## src/hdl/scr_pkg.sv

```systemverilog
package scr_pkg;

    // Serial frame layout: one direction bit, then a register address, then data bytes.
    localparam int          ADDR_W           = 15;
    localparam int          CMD_BITS         = 16;
    localparam int          DATA_BITS        = 8;

    // Register offsets.
    localparam logic [14:0] IFACE_CFG_A_OFS  = 15'h0000;
    localparam logic [14:0] DEV_OP_CFG_OFS   = 15'h0002;

    // Reset values.
    localparam logic [7:0]  IFACE_CFG_A_RST  = 8'h30;
    localparam logic [7:0]  DEV_OP_CFG_RST   = 8'h00;
    localparam logic        STREAM_DIR_RST   = 1'h1;
    localparam logic [1:0]  OP_MODE_RST      = 2'h0;

    // Field positions in the interface configuration register.
    localparam int          SOFT_RST_BIT     = 7;
    localparam int          RSVD_HI_BIT      = 6;
    localparam int          STREAM_DIR_BIT   = 5;
    localparam int          RSVD_ONE_BIT     = 4;
    localparam int          RSVD_LO_MSB      = 3;

    // Field positions and codes in the operating configuration register.
    localparam int          OP_MODE_MSB      = 1;
    localparam int          DEV_RSVD_LSB     = 2;
    localparam logic [1:0]  OP_MODE_NORMAL   = 2'h0;
    localparam logic [1:0]  OP_MODE_PWR_DOWN = 2'h3;

    // Internal chip reset duration, longest time rounded down, never below one cycle.
    localparam int          CLK_PERIOD_PS    = 4000;
    localparam int          SOFT_RST_TIME_NS = 5;
    localparam int          SOFT_RST_RAW     = (SOFT_RST_TIME_NS * 1000) / CLK_PERIOD_PS;
    localparam logic [3:0]  SOFT_RST_CYCLES  = (SOFT_RST_RAW < 1) ? 4'h1 : 4'(SOFT_RST_RAW);

    // Serial engine states.
    typedef enum logic [1:0] {
        ST_IDLE = 2'b00,
        ST_CMD  = 2'b01,
        ST_DATA = 2'b10,
        ST_HOLD = 2'b11
    } scr_state_e;

endpackage : scr_pkg

```

## src/hdl/scr_config_regs.sv

```systemverilog
`timescale 1ns/1ps

// Summary of operation
// - Writing top config bit resets whole chip.
// - Reset trigger self-clears, always reads zero.
// - Direction bit: zero descends, one ascends; default one.
// - Config register resets 0x30; bit4 reads one.
// - Mode field: zero normal, three power down.
module scr_config_regs (
    input  wire logic       ref_clk_in,
    input  wire logic       srst_in,
    input  wire logic       ce_in,
    input  wire logic       spi_sclk_in,
    input  wire logic       spi_cs_n_in,
    input  wire logic       spi_sdi_in,
    output logic            spi_sdo_out,
    output logic            spi_sdo_oe_n_out,
    output logic            stream_addr_direction_out,
    output logic [1:0]      op_mode_out,
    output logic            power_down_out,
    output logic            chip_reset_out
);

    logic                   sclk_s;
    logic                   cs_sel_s;
    logic                   sdi_s;
    logic                   sclk_d_ff;
    scr_pkg::scr_state_e    state_ff;
    scr_pkg::scr_state_e    nxt_state;
    logic [3:0]             bit_cnt_ff;
    logic [15:0]            rx_ff;
    logic                   rd_ff;
    logic [14:0]            addr_ff;
    logic [7:0]             tx_ff;
    logic                   sdo_ff;
    logic                   sdo_oe_n_ff;
    logic                   dir_ff;
    logic                   rsvd_hi_ff;
    logic [3:0]             rsvd_lo_ff;
    logic [1:0]             mode_ff;
    logic [5:0]             dev_rsvd_ff;
    logic [3:0]             rst_cnt_ff;
    logic                   chip_rst_ff;
    logic                   pwr_dn_ff;

    // Pins are asynchronous to ref_clk_in, so all three pass the synchroniser together.
    // Chip select travels inverted because the synchroniser clears to zero, which then reads as deselected.
    scr_sync #(
        .WIDTH      (3)
    ) u_pin_sync (
        .ref_clk_in (ref_clk_in),
        .srst_in    (srst_in),
        .ce_in      (ce_in),
        .d_in       ({spi_sclk_in, ~spi_cs_n_in, spi_sdi_in}),
        .q_out      ({sclk_s, cs_sel_s, sdi_s})
    );

    // Read value of any address; unmapped addresses read zero.
    function automatic logic [7:0] rd_val(input logic [14:0] a, input logic [7:0] cfg_a, input logic [7:0] dev);
        rd_val = (a == scr_pkg::IFACE_CFG_A_OFS) ? cfg_a :
                 (a == scr_pkg::DEV_OP_CFG_OFS)  ? dev   : 8'h00;
    endfunction : rd_val

    // Edge detection, decode and write strobes; no false frame opens as reset is released.
    wire        cs_n_s     = ~cs_sel_s;
    wire        sclk_rise  = sclk_s & ~sclk_d_ff;
    wire        sclk_fall  = ~sclk_s & sclk_d_ff;
    wire        rst_busy   = (rst_cnt_ff != 4'h0);
    wire [15:0] cmd_word   = {rx_ff[14:0], sdi_s};
    wire [7:0]  wr_byte    = {rx_ff[6:0], sdi_s};
    wire        cmd_done   = (state_ff == scr_pkg::ST_CMD) && sclk_rise && !cs_n_s && (bit_cnt_ff == 4'hF);
    wire        byte_done  = (state_ff == scr_pkg::ST_DATA) && sclk_rise && !cs_n_s && (bit_cnt_ff == 4'h7);
    wire        wr_en      = byte_done && !rd_ff;
    wire        wr_cfg_a   = wr_en && (addr_ff == scr_pkg::IFACE_CFG_A_OFS);
    wire        wr_dev     = wr_en && (addr_ff == scr_pkg::DEV_OP_CFG_OFS);
    wire        soft_req   = wr_cfg_a && wr_byte[scr_pkg::SOFT_RST_BIT];
    wire        regs_dflt  = soft_req || rst_busy;
    // Trigger bit always reads zero and bit 4 always reads one.
    wire [7:0]  cfg_a_rd   = {1'b0, rsvd_hi_ff, dir_ff, 1'b1, rsvd_lo_ff};
    wire [7:0]  dev_rd     = {dev_rsvd_ff, mode_ff};
    // Streaming steps the address by the direction bit.
    wire [14:0] addr_step  = dir_ff ? 15'(addr_ff + 15'h0001) : 15'(addr_ff - 15'h0001);
    wire        drive_sdo  = (state_ff == scr_pkg::ST_DATA) && rd_ff && !cs_n_s;

    // Frame sequencing; a soft reset abandons the rest of the frame.
    always_comb begin
        nxt_state = state_ff;
        unique case (state_ff)
            scr_pkg::ST_IDLE: if (!cs_n_s && !rst_busy) nxt_state = scr_pkg::ST_CMD;
            scr_pkg::ST_CMD:  if (cs_n_s) nxt_state = scr_pkg::ST_IDLE;
                              else if (cmd_done) nxt_state = scr_pkg::ST_DATA;
            scr_pkg::ST_DATA: if (cs_n_s) nxt_state = scr_pkg::ST_IDLE;
                              else if (soft_req) nxt_state = scr_pkg::ST_HOLD;
            scr_pkg::ST_HOLD: if (cs_n_s && !rst_busy) nxt_state = scr_pkg::ST_IDLE;
        endcase
    end

    // State register and serial clock history.
    always_ff @(posedge ref_clk_in) begin
        if (srst_in) begin
            state_ff  <= scr_pkg::ST_IDLE;
            sclk_d_ff <= 1'b0;
        end else if (ce_in) begin
            state_ff  <= nxt_state;
            sclk_d_ff <= sclk_s;
        end
    end

    // Bit counter and receive shifter; the counter restarts at every command and byte boundary.
    always_ff @(posedge ref_clk_in) begin
        if (srst_in) begin
            bit_cnt_ff <= 4'h0;
            rx_ff      <= 16'h0000;
        end else if (ce_in) begin
            if (state_ff == scr_pkg::ST_IDLE || cmd_done || byte_done) begin
                bit_cnt_ff <= 4'h0;
            end else if (sclk_rise) begin
                bit_cnt_ff <= 4'(bit_cnt_ff + 4'h1);
            end
            if (sclk_rise) begin
                rx_ff <= cmd_word;
            end
        end
    end

    // Address pointer and read direction; the next read byte is fetched as the previous one ends.
    always_ff @(posedge ref_clk_in) begin
        if (srst_in) begin
            rd_ff   <= 1'b0;
            addr_ff <= 15'h0000;
            tx_ff   <= 8'h00;
        end else if (ce_in) begin
            if (cmd_done) begin
                rd_ff   <= cmd_word[15];
                addr_ff <= cmd_word[14:0];
                tx_ff   <= rd_val(cmd_word[14:0], cfg_a_rd, dev_rd);
            end else if (byte_done) begin
                addr_ff <= addr_step;
                tx_ff   <= rd_val(addr_step, cfg_a_rd, dev_rd);
            end else if (sclk_fall && drive_sdo) begin
                tx_ff   <= {tx_ff[6:0], 1'b0};
            end
        end
    end

    // Read data changes on the falling serial edge so the host samples it stable on the rising edge.
    always_ff @(posedge ref_clk_in) begin
        if (srst_in) begin
            sdo_ff      <= 1'b0;
            sdo_oe_n_ff <= 1'b1;
        end else if (ce_in) begin
            sdo_oe_n_ff <= !drive_sdo;
            if (sclk_fall && drive_sdo) begin
                sdo_ff <= tx_ff[7];
            end
        end
    end

    // Interface configuration register; held at default while the chip reset runs.
    always_ff @(posedge ref_clk_in) begin
        if (srst_in || (ce_in && regs_dflt)) begin
            dir_ff     <= scr_pkg::STREAM_DIR_RST;
            rsvd_hi_ff <= scr_pkg::IFACE_CFG_A_RST[scr_pkg::RSVD_HI_BIT];
            rsvd_lo_ff <= scr_pkg::IFACE_CFG_A_RST[scr_pkg::RSVD_LO_MSB:0];
        end else if (ce_in && wr_cfg_a) begin
            dir_ff     <= wr_byte[scr_pkg::STREAM_DIR_BIT];
            rsvd_hi_ff <= wr_byte[scr_pkg::RSVD_HI_BIT];
            rsvd_lo_ff <= wr_byte[scr_pkg::RSVD_LO_MSB:0];
        end
    end

    // Operating configuration register; codes 1 and 2 are stored but select nothing.
    always_ff @(posedge ref_clk_in) begin
        if (srst_in || (ce_in && regs_dflt)) begin
            mode_ff     <= scr_pkg::OP_MODE_RST;
            dev_rsvd_ff <= scr_pkg::DEV_OP_CFG_RST[7:scr_pkg::DEV_RSVD_LSB];
        end else if (ce_in && wr_dev) begin
            mode_ff     <= wr_byte[scr_pkg::OP_MODE_MSB:0];
            dev_rsvd_ff <= wr_byte[7:scr_pkg::DEV_RSVD_LSB];
        end
    end

    // Chip reset timer; the reset pulse is taken from it so the rest of the chip sees a clean level.
    always_ff @(posedge ref_clk_in) begin
        if (srst_in) begin
            rst_cnt_ff  <= 4'h0;
            chip_rst_ff <= 1'b0;
            pwr_dn_ff   <= 1'b0;
        end else if (ce_in) begin
            if (soft_req) begin
                rst_cnt_ff <= scr_pkg::SOFT_RST_CYCLES;
            end else if (rst_busy) begin
                rst_cnt_ff <= 4'(rst_cnt_ff - 4'h1);
            end
            chip_rst_ff <= soft_req || (rst_cnt_ff > 4'h1);
            pwr_dn_ff   <= (mode_ff == scr_pkg::OP_MODE_PWR_DOWN);
        end
    end

    assign spi_sdo_out               = sdo_ff;
    assign spi_sdo_oe_n_out          = sdo_oe_n_ff;
    assign stream_addr_direction_out = dir_ff;
    assign op_mode_out               = mode_ff;
    assign power_down_out            = pwr_dn_ff;
    assign chip_reset_out            = chip_rst_ff;
endmodule : scr_config_regs

```

## src/hdl/scr_sync.sv

```systemverilog
`timescale 1ns/1ps

// Two-stage synchroniser for pins from outside the clock domain.
module scr_sync #(
    parameter int WIDTH = 1
) (
    input  wire logic             ref_clk_in,
    input  wire logic             srst_in,
    input  wire logic             ce_in,
    input  wire logic [WIDTH-1:0] d_in,
    output logic      [WIDTH-1:0] q_out
);

    logic [WIDTH-1:0] meta_ff;
    logic [WIDTH-1:0] q_ff;

    // The first stage feeds only the second stage, giving metastability a full cycle to settle.
    always_ff @(posedge ref_clk_in) begin
        if (srst_in) begin
            meta_ff <= '0;
            q_ff    <= '0;
        end else if (ce_in) begin
            meta_ff <= d_in;
            q_ff    <= meta_ff;
        end
    end

    assign q_out = q_ff;

endmodule : scr_sync

```

## config.mk

```make
export PLATFORM = sky130hd
export DESIGN_NAME = scr_config_regs
export DESIGN_NICKNAME = d
export VERILOG_FILES = /design/src/hdl/scr_pkg.sv /design/src/hdl/scr_config_regs.sv /design/src/hdl/scr_sync.sv
export SDC_FILE = /design/constraint.sdc
export NUM_CORES = 1
export LEC_CHECK = 0
export BUFFER_PORTS_ARGS = -buffer_cell sky130_fd_sc_hd__buf_2
export CAP_MARGIN = 20
export CORE_ASPECT_RATIO = 0.5
export CORE_MARGIN = 3
export CORE_UTILIZATION = 47
export DETAILED_ROUTE_END_ITERATION = 12
export GPL_ROUTABILITY_DRIVEN = 0
export GPL_TIMING_DRIVEN = 0
export SLEW_MARGIN = 20
export SYNTH_ARGS = -nofsm -noshare
export SYNTH_HDL_FRONTEND = slang
export SYNTH_HIERARCHICAL = 1
export SYNTH_SLANG_ARGS = --single-unit
```

## constraint.sdc

```tcl
create_clock -name ref_clk_in -period 8.2 [get_ports ref_clk_in]
set_input_delay 0 -clock ref_clk_in [delete_from_list [all_inputs] [get_ports ref_clk_in]]
set_output_delay 0 -clock ref_clk_in [all_outputs]
set_load 0.005 [all_outputs]
```

==> metrics.cfg, run 1 <==
[clock_network]
cts_max_level=3
clock_latency_ns=0.34
cts_tree=done
cts_root_buf=clkbuf_16
clkTransAtPathRegs_ns=0.06
cts_buffer_depth=2
cts-resized-gates=0
clkSinkCount=74
cts_buffers=9

[setup_path]
cp_cell_sequence=inv_1 > ha_1 > nor2b_4 > o211ai_2 > a31oi_2 > o31ai_1 > mux2i_1 > o2111ai_2 > o32ai_4 > a221oi_1 > a211oi_1
end_kind=register
slowest_delay_ns=0.55
arrival_ns=4.02
critPathKind=reg -> reg
start_kind=register
cp_max_fo=14
cpMaxStageDelayCell=dfxtp_1
worstPathRequired_ns=8.45
crit_family=compound AO/OA/AOI/OAI gates
crit_buf_inv=1

[yosys]
synth-main-ff-cell=dfxtp_1
seq_area_frac_synth_pct=34.2
syn_inst=539
yosysMostFrequentCell=nor2_1
synth.area.top_cells=dfxtp_1, nor2_1, nand2_1
yosys.area_share.simple_pct=24.6
syn_area_per_cell_um2=8.04
synth_fp_nets=565
netlist.area_leader.share_pct=34.2
synth_edf_count=0
synth_commonest_cells=nor2_1, nand2_1, dfxtp_1, a21oi_1, mux2i_1
ys_ff_latch=74
synthXorXnorAreaFrac_pct=1.79
synthArstFlopShare_pct=0
synth_top_area_cell=dfxtp_1
synth_top_family_by_area=simple AND/OR/NAND/NOR gates
yosysWarnings=6
ys_types=68
syn_area_um2=4330
synthMuxAreaShare_pct=5.08
synth_compound_area_share_pct=22.7
synth_fa_ha_area_share_pct=5.95

[finish]
final_nets=597
final_util_pct=56.2
antenna_cells=0
area_delta_synth_final_pct=14.5
drive_gt1_share_pct=11.5
fillers=878
regArea_um2=1480
multi_input_area_um2=2610

[job]
cap_violations=0

[timing]
setup_tns_ns=0
hold-worst-slack_ns=0.225
min_period_over_period_pct=45.9
fin_crit_ns=3.76
tightest_slew_ns=0.929
relSlewSlack_pct=37.5
maxSlewViolCount=0
clock_skew_ns=0.0106
setup_viol=0
rsz0062_at_grt=no
clock.fmax_mhz=266
hold_viol=0

[global_route]
antenna_found_initial=0
grt_pass1_wl_um=19500
overflow=0
grt_pass1_vias=3720
grt.total_usage_pct=23.7
grt_max_degree=15

[die]
coreArea_um2=8830
die_w_um=142
ios=13
die_y_um=73.9
start_util_pct=49.1
fp-row-count=24
fp.dieArea_um2=10500

[route]
drc=0
drt_pass1_iterations=5
drtIter0Drc=297
wl_um=11800
avgRoutedWirePerCell_um=17.0
vias=3981
drtAntennaViolNets=0
vias_per_cell=5.74

[power_and_ir_drop]
switchingPower_uw=222
p_comb_share_pct=9.6
switching_share_pct=24.9
power_frac_seq_pct=42.2
cell_internal_pwr_uw=670
power_density_nw_per_um2=180
pwr-share-clk_pct=48.2
p_leak_nw=1.92
peakVddDrop_v=0.000107

[placed_design]
dp.final_hpwl_um=8450
port_buffers=11

[worst_hold_path]
hp-class=in -> reg

[status]
status=completed

==> routing by layer <==
layer / global-route usage, % / wire length [um] / vias to the layer above
met5: 0 / 0 / -
met4: 5.64 / 131 / 0
met3: 4.68 / 524 / 13
met2: 36.2 / 5020 / 83
met1: 34.6 / 6100 / 1887
li1: - / - / 1998
==> worst reg2reg max path, stage by stage, from the launching register on <==
cell and delay [ns]:
dfxtp_1 0.55, inv_1 0.39, ha_1 0.46, nor2b_4 0.17, o211ai_2 0.18, a31oi_2 0.13
o31ai_1 0.32, mux2i_1 0.34, o2111ai_2 0.30, o32ai_4 0.48, a221oi_1 0.15, a211oi_1 0.22
==> flip-flops by register name (all words and copies together), names as in the netlist, 4 cells and up <==
signal,flops
addr_ff,15
bit_cnt_ff,4
dev_rsvd_ff,6
rst_cnt_ff,4
rsvd_lo_ff,4
rx_ff,15
tx_ff,8
==> cell type report <==
class,instances,share of cell area (%)
multi-input combinational,418,52.5
sequential,74,29.9
clock buffer,9,4.54
buffer,33,3.88
timing repair buffer,21,3.13
tap,117,2.95
clock inverter,7,2.04
inverter,14,1.06
==> placed cells by master (no fill, tap or decap), types with 3 or more instances in the layout <==
cell	synthesis	routed
buf_6	5	5
nand4_1	5	5
nor4_1	8	8
a311oi_1	4	4
mux2i_1	22	22
o2111ai_1	3	3
or2_2	3	3
a221oi_1	7	7
a21o_1	3	3
a211oi_1	18	18
clkbuf_1	17	17
ha_1	19	19
nor2_1	79	79
nand2b_1	5	5
inv_1	14	14
nand2_1	76	76
a21oi_1	48	48
xor2_1	4	4
o21ai_1	7	7
o21bai_1	4	4
nor3_1	16	16
dlygate4sd3_1	0	10
dfxtp_1	74	74
buf_2	4	15
o21ai_0	18	18
nand3_1	9	9
and2_1	5	5
nor4b_1	3	3
xnor2_1	3	3
clkbuf_16	0	9
buf_4	7	7
==> final timing paths <==
check,from,end,slack (ns),cells after the start
worst min register to register,power_down_out$_SDFFE_PP0P_,power_down_out$_SDFFE_PP0P_,0.46,2
worst min-delay path,ce_in,state_ff[1]$_SDFFE_PP0P_,0.22,5
worst max register to register,stream_addr_direction_out$_SDFFE_PP1P_,tx_ff[6]$_SDFFE_PP0P_,4.44,11
worst max-delay path,stream_addr_direction_out$_SDFFE_PP1P_,tx_ff[6]$_SDFFE_PP0P_,4.44,11
==> power by group through the flow <==
stage	Combinational [mW]	Sequential [mW]	Clock, mW
2_1_floorplan	0.0606	0.382	0
6_report	0.0854	0.377	0.430
5_1_grt	0.0974	0.378	0.450
4_1_cts	0.0846	0.376	0.436
3_3_place_gp	0.0810	0.384	0
3_5_place_dp	0.0805	0.384	0
==> metrics by stage <==
| step | total power, mW | worst slack (ns) | cells | instance area (um^2) |
|---|---|---|---|---|
| finish | 0.892 | 4.44 | 693 | 4960 |
| global route | 0.926 | 4.15 | 693 | 4960 |
| CTS | 0.897 | 4.43 | 693 | 4960 |
| detailed placement | 0.465 | 4.46 | 667 | 4530 |
| global placement | 0.465 | 4.51 | 667 | 4530 |
| floorplan | 0.443 | 5.24 | 539 | 4330 |
==> logic make-up after synthesis <==
| family | after synthesis |
|---|---|
| adder cells (fa/ha/maj) | 20 |
| AND/OR/NAND/NOR | 228 |
| buffers and inverters | 47 |
| AO/OA/AOI/OAI | 140 |
| multiplexers | 22 |
| flip-flops | 74 |
| XOR/XNOR | 8 |
==> what timing repair did <==
action / CTS / global route
hold endpoints to repair: 6 / 0
buffers inserted: 0 / 0
hold buffers: 10 / 0
endpoints found under the setup margin: 0 / 0
Note: power is estimated with default switching activity, not from simulation.
==> run 2: changes to the inputs <==
--- a/config.mk
+++ b/config.mk
@@ -5,6 +5,7 @@
 export SDC_FILE = /design/constraint.sdc
 export NUM_CORES = 1
 export LEC_CHECK = 0
+export ABC_AREA = 1
 export BUFFER_PORTS_ARGS = -buffer_cell sky130_fd_sc_hd__buf_2
 export CAP_MARGIN = 20
 export CORE_ASPECT_RATIO = 0.5
==> constraint.sdc (replaced) <==
create_clock -name ref_clk_in -period 3.9 [get_ports ref_clk_in]
set_input_delay 0 -clock ref_clk_in [delete_from_list [all_inputs] [get_ports ref_clk_in]]
set_output_delay 0 -clock ref_clk_in [all_outputs]
set_load 0.005 [all_outputs]
==> run 2 against run 1 <==
Effect of this change: critical path depth is 5 higher; clock skew shrank 0.0021 ns; wire length increased by 4.5%.
==> metrics.cfg, run 2 <==
[status]
status=completed

[setup_path]
start_kind=register
crit_top_cell=nand3_1
cpMaxStageDelayCell=dfxtp_1
cp_cell_sequence=inv_1 > ha_1 > clkbuf_2 > or2_2 > nand3_1 > nand2_1 > nand2_1 > nand3_1 > nand2_1 > nand3_1 > nor2_1 > buf_2 > nand3_1 > nand2_1 > nand3_1 > a21oi_1
rr_startpoint=stream_addr_direction_out$_SDFFE_PP1P_
r2r_end=tx_ff[6]$_SDFFE_PP0P_
end_kind=register
critPathKind=reg -> reg
worstPathRequired_ns=4.16
arrival_ns=3.86
slowest_delay_ns=0.52
crit_buf_inv=3
ff2ff_setup_slack_ns=0.30
cp_max_fo=14
crit_family=simple AND/OR/NAND/NOR gates
ff2ff_path_depth=16

[finish]
final_util_pct=56.0
final_nets=740
drive_gt1_share_pct=7.80
regArea_um2=1480
fillers=952
layout_commonest_cell=nand2_1
multi_input_area_um2=2560
area_delta_synth_final_pct=12.3
antenna_cells=0
reg.largest.list=addr_ff (15), rx_ff (15), tx_ff (8)
layout_common_cells=nand2_1, inv_1, a21oi_1, dfxtp_1, nor2_1

[global_route]
grt_util_met2_pct=37.4
grt_pass1_vias=3957
grt_pass1_wl_um=20300
met3_usage_pct=4.57
overflow=0
grt_max_degree=15
antenna_found_initial=0
grt.total_usage_pct=24.1
use_met1_pct=35.3
busiest_layer=met2

[yosys]
synth_compound_area_share_pct=17.9
synthXorXnorAreaFrac_pct=0.587
seq_area_frac_synth_pct=33.1
yosys.area_share.simple_pct=33.1
synth_fp_nets=711
synth.area.top_cells=dfxtp_1, nand2_1, a21oi_1
synth_top_family_by_area=simple AND/OR/NAND/NOR gates
syn_inst=685
synthArstFlopShare_pct=0
ys_types=41
ys_ff_latch=74
syn_area_um2=4470
yosysWarnings=6
synth_fa_ha_area_share_pct=5.76
synth_edf_count=0
synth_commonest_cells=nand2_1, inv_1, a21oi_1, dfxtp_1, nor2_1
yosysMostFrequentCell=nand2_1
synthMuxAreaShare_pct=0
syn_area_per_cell_um2=6.53
netlist.area_leader.share_pct=33.1
synth_top_area_cell=dfxtp_1
synth-main-ff-cell=dfxtp_1

[clock_network]
cts_buffers=9
cts_max_level=3
clkSinkCount=74
cts_tree=done
clock_latency_ns=0.34
post-cts-setup-buffer-count=0
cts_buffer_depth=2
cts_root_buf=clkbuf_16
clkTransAtPathRegs_ns=0.06

[timing]
rsz0062_at_grt=no
hold_viol=0
clock_skew_ns=0.00854
tightest_slew_ns=1.02
fin_crit_ns=3.60
relSlewSlack_pct=31.4
setup_viol=0
clock.fmax_mhz=278
maxSlewViolCount=0
min_period_over_period_pct=92.2
setup_tns_ns=0

[route]
drc=0
avgRoutedWirePerCell_um=14.7
drtIter0Drc=403
vias=4427
drtAntennaViolNets=0
wl_um=12300
vias_per_cell=5.30
drt_pass1_iterations=5

[power_and_ir_drop]
power_density_nw_per_um2=391
p_leak_nw=2.29
power_mw=1.97
peakVddDrop_v=0.000394

[die]
coreArea_um2=8980
fp.dieArea_um2=10800
ios=13
die_y_um=75.0
die_w_um=144
start_util_pct=49.8
fp-row-count=24

[worst_hold_path]
min_to=u_pin_sync/q_out[2]$_SDFFE_PP0P_
worstHoldStart=ce_in
hold_depth=4
hp-class=in -> reg

[placed_design]
dp.final_hpwl_um=9340
port_buffers=12

[job]
cap_violations=0

## run 2: cell types whose count changed after synthesis, sizes merged, moves of 9 or more
cell    delta
nor2      -22
buf        -9
inv       +72
nand3     +46
a21oi     +33
o21ai     +22
a211oi    -15
mux2i     -22
nand2     +98
## run 2: worst max path at each step
stage	from	depth (start not counted)	to	slack, ns
global placement	stream_addr_direction_out$_SDFFE_PP1P_	16	tx_ff[0]$_SDFFE_PP0P_	0.40
floorplan	stream_addr_direction_out$_SDFFE_PP1P_	16	tx_ff[7]$_SDFFE_PP0P_	1.22
finish	stream_addr_direction_out$_SDFFE_PP1P_	16	tx_ff[6]$_SDFFE_PP0P_	0.30
detailed placement	stream_addr_direction_out$_SDFFE_PP1P_	16	tx_ff[0]$_SDFFE_PP0P_	0.38
CTS	stream_addr_direction_out$_SDFFE_PP1P_	16	tx_ff[0]$_SDFFE_PP0P_	0.34
global route	stream_addr_direction_out$_SDFFE_PP1P_	16	tx_ff[4]$_SDFFE_PP0P_	0.08
## run 2: worst reg2reg max path: stages (launching register included)
cell and delay (ns):
dfxtp_1 0.52, inv_1 0.37, ha_1 0.39, clkbuf_2 0.16, or2_2 0.29, nand3_1 0.10, nand2_1 0.07, nand2_1 0.11
nand3_1 0.12, nand2_1 0.09, nand3_1 0.08, nor2_1 0.47, buf_2 0.32, nand3_1 0.09, nand2_1 0.08, nand3_1 0.09
a21oi_1 0.15
## run 2: metrics by stage
step | hold WS, ns | setup WS [ns] | std cells | instance area [um^2]
global placement | 0.288 | 0.401 | 814 | 4680
CTS | 0.0683 | 0.344 | 835 | 5020
global route | 0.119 | 0.0816 | 835 | 5020
detailed placement | 0.292 | 0.380 | 814 | 4680
floorplan | 0.155 | 1.22 | 685 | 4470
finish | 0.0785 | 0.305 | 835 | 5020
## run 2: logic make-up after synthesis
| family | count (synthesis) |
|---|---|
| AO/OA/AOI/OAI | 148 |
| XOR/XNOR | 3 |
| adder cells (fa/ha/maj) | 20 |
| flip-flops | 74 |
| buffers and inverters | 108 |
| AND/OR/NAND/NOR | 332 |
## run 2: power breakdown
part,internal (mW),leakage [nW],switching [mW]
combinational,0.116,1.55,0.200
clock,0.490,0.138,0.316
sequential,0.802,0.600,0.0438
## run 2: routing by layer
| metal | routed length (um) | part of all wire [%] |
|---|---|---|
| met5 | 0 | 0 |
| met4 | 91 | 0.74 |
| met3 | 622 | 5.1 |
| met2 | 5190 | 42 |
| met1 | 6400 | 52 |
## run 2: area by class of cell
| cell class | count | area share [%] |
|---|---|---|
| inverters | 87 | 6.52 |
| multi-input cells | 503 | 51.0 |
| well taps | 117 | 2.91 |
| clock inverters | 5 | 1.12 |
| clock buffers | 10 | 4.56 |
| repair buffers | 18 | 2.39 |
| flip-flops and latches | 74 | 29.5 |
| plain buffers | 21 | 2.02 |
## run 2: timing repair
item	in CTS	in global routing
endpoints found under the hold margin	5	0
resized for setup	0	0
hold buffers	6	0
==> run 3: changes to the inputs <==
--- a/config.mk
+++ b/config.mk
@@ -7,13 +7,13 @@
 export LEC_CHECK = 0
 export ABC_AREA = 1
 export BUFFER_PORTS_ARGS = -buffer_cell sky130_fd_sc_hd__buf_2
-export CAP_MARGIN = 20
 export CORE_ASPECT_RATIO = 0.5
 export CORE_MARGIN = 3
 export CORE_UTILIZATION = 47
 export DETAILED_ROUTE_END_ITERATION = 12
 export GPL_ROUTABILITY_DRIVEN = 0
 export GPL_TIMING_DRIVEN = 0
+export MAX_ROUTING_LAYER = met4
 export SLEW_MARGIN = 20
 export SYNTH_ARGS = -nofsm -noshare
 export SYNTH_HDL_FRONTEND = slang
==> run 3 against run 2 <==
Effect of this change: largest cell class unchanged; critical path depth stayed put; total power is 0.11% lower; clock power hardly changed; utilization stayed put; first-iteration DRC count is 0.99% lower; global-route usage is 0.77 points higher; highest routed layer unchanged; wire length hardly changed; sequential power hardly changed.
==> metrics.cfg, run 3 (synthesized netlist as in run 2, its figures left out) <==
[route]
drt_pass1_iterations=5
vias_per_cell=5.30
drtAntennaViolNets=0
vias=4423
drtIter0Drc=399
drc=0
wl_um=12300
avgRoutedWirePerCell_um=14.7

[power_and_ir_drop]
p_leak_nw=2.29
switching_share_pct=28.4
cell_internal_pwr_mw=1.41
peakVddDrop_v=0.000395
switchingPower_uw=557
p_comb_share_pct=16.0
pwr-share-clk_pct=40.9
power_frac_seq_pct=43.0
power_density_nw_per_um2=391
power_mw=1.96

[setup_path]
crit_buf_inv=3
crit_family=simple AND/OR/NAND/NOR gates
r2r_end=tx_ff[0]$_SDFFE_PP0P_
cp_cell_sequence=inv_1 > ha_1 > clkbuf_2 > or2_2 > nand3_1 > nand2_1 > nand2_1 > nand3_1 > nand2_1 > nand3_1 > nor2_1 > buf_2 > nand4_1 > nand2_1 > nand2_1 > a21oi_1
slowest_delay_ns=0.51
ff2ff_setup_slack_ns=0.30
crit_top_cell=nand2_1
critPathKind=reg -> reg
ff2ff_path_depth=16
end_kind=register
cpMaxStageDelayCell=dfxtp_1
arrival_ns=3.86
start_kind=register
cp_max_fo=14
worstPathRequired_ns=4.16
rr_startpoint=stream_addr_direction_out$_SDFFE_PP1P_

[placed_design]
dp.final_hpwl_um=9340
preCtsSetupSlack_ns=0.380
dp_cells=814
port_buffers=12
dpl-instance-area_um2=4680

[clock_network]
cts-resized-gates=0
cts_root_buf=clkbuf_16
cts_max_level=3
clock_latency_ns=0.34
cts_buffers=9
cts_tree=done
clkSinkCount=74
post-cts-setup-buffer-count=0
cts_hold_buf=6
clkTransAtPathRegs_ns=0.06
cts_buffer_depth=2

[finish]
drive_gt1_share_pct=7.80
reg.largest.list=addr_ff (15), rx_ff (15), tx_ff (8)
final_nets=740
finalNonFillerCells=835
final_area_um2=5020
area_delta_synth_final_pct=12.3
layout_commonest_cell=nand2_1
antenna_cells=0
final_util_pct=56.0
fillers=952
layout_common_cells=nand2_1, inv_1, a21oi_1, dfxtp_1, nor2_1

[timing]
relSlewSlack_pct=34.3
hold-worst-slack_ns=0.0756
hold_viol=0
setup_tns_ns=0
fin_crit_ns=3.60
clock_skew_ns=0.00977
rsz0062_at_grt=no
min_period_over_period_pct=92.3
setup_viol=0
maxSlewViolCount=0
clock.fmax_mhz=278
tightest_slew_ns=0.979
setup_ws_ns=0.299

[die]
coreArea_um2=8980
fp.dieArea_um2=10800
ios=13
die_w_um=144
start_util_pct=49.8
die_y_um=75.0
fp-row-count=24

[worst_hold_path]
worstHoldStart=ce_in
min_to=u_pin_sync/q_out[2]$_SDFFE_PP0P_
hp-class=in -> reg
hold_depth=4

[global_route]
grt_pass1_vias=3948
grt_util_met2_pct=37.3
use_met1_pct=35.4
grt.total_usage_pct=24.9
overflow=0
met3_usage_pct=4.38
grt_pass1_wl_um=20300
busiest_layer=met2
antenna_found_initial=0
grt_max_degree=15

[job]
cap_violations=0

[status]
status=completed

## run 3: cell counts in the layout (fill, tap and decap cells not counted)
Identical to the previous run, type by type.
## run 3: how the worst max path moves through the flow
stage	from	slack, ns	cells past startpoint	to
5_1_grt	stream_addr_direction_out$_SDFFE_PP1P_	0.08	16	tx_ff[4]$_SDFFE_PP0P_
6_report	stream_addr_direction_out$_SDFFE_PP1P_	0.30	16	tx_ff[0]$_SDFFE_PP0P_
3_5_place_dp	stream_addr_direction_out$_SDFFE_PP1P_	0.38	16	tx_ff[0]$_SDFFE_PP0P_
2_1_floorplan	stream_addr_direction_out$_SDFFE_PP1P_	1.22	16	tx_ff[7]$_SDFFE_PP0P_
4_1_cts	stream_addr_direction_out$_SDFFE_PP1P_	0.34	16	tx_ff[0]$_SDFFE_PP0P_
3_3_place_gp	stream_addr_direction_out$_SDFFE_PP1P_	0.40	16	tx_ff[0]$_SDFFE_PP0P_
## run 3: area by class of cell
type / count / area, um^2 / share of cell area (%)
plain buffers: 21 / 101 / 2.02
clock buffers: 10 / 229 / 4.56
repair buffers: 18 / 120 / 2.39
clock inverters: 5 / 56.3 / 1.12
flip-flops and latches: 74 / 1480 / 29.5
inverters: 87 / 328 / 6.52
well taps: 117 / 146 / 2.91
multi-input cells: 503 / 2560 / 51.0
## run 3: worst reg2reg max path: cells and delay by family (launching register included)
kind	cells	cell delay, ns
adders and majority gates	1	0.39
and+or+nand+nor	11	1.60
buffers and inverters	3	0.85
AOI/OAI and AO/OA	1	0.16
DFF	1	0.51
## run 3: power groups by stage
| stage | logic [mW] | clock network, mW | registers (mW) |
|---|---|---|---|
| 3_3_place_gp | 0.304 | 0 | 0.861 |
| 6_report | 0.315 | 0.804 | 0.846 |
| 3_5_place_dp | 0.305 | 0 | 0.861 |
| 5_1_grt | 0.365 | 0.848 | 0.852 |
| 4_1_cts | 0.313 | 0.819 | 0.845 |
| 2_1_floorplan | 0.237 | 0 | 0.851 |
## run 3: per-layer routing
layer	share of wire, %	vias to the layer above
met5	0	-
met4	0.72	0
met3	4.6	11
met2	42	99
met1	53	1993
li1	-	2320
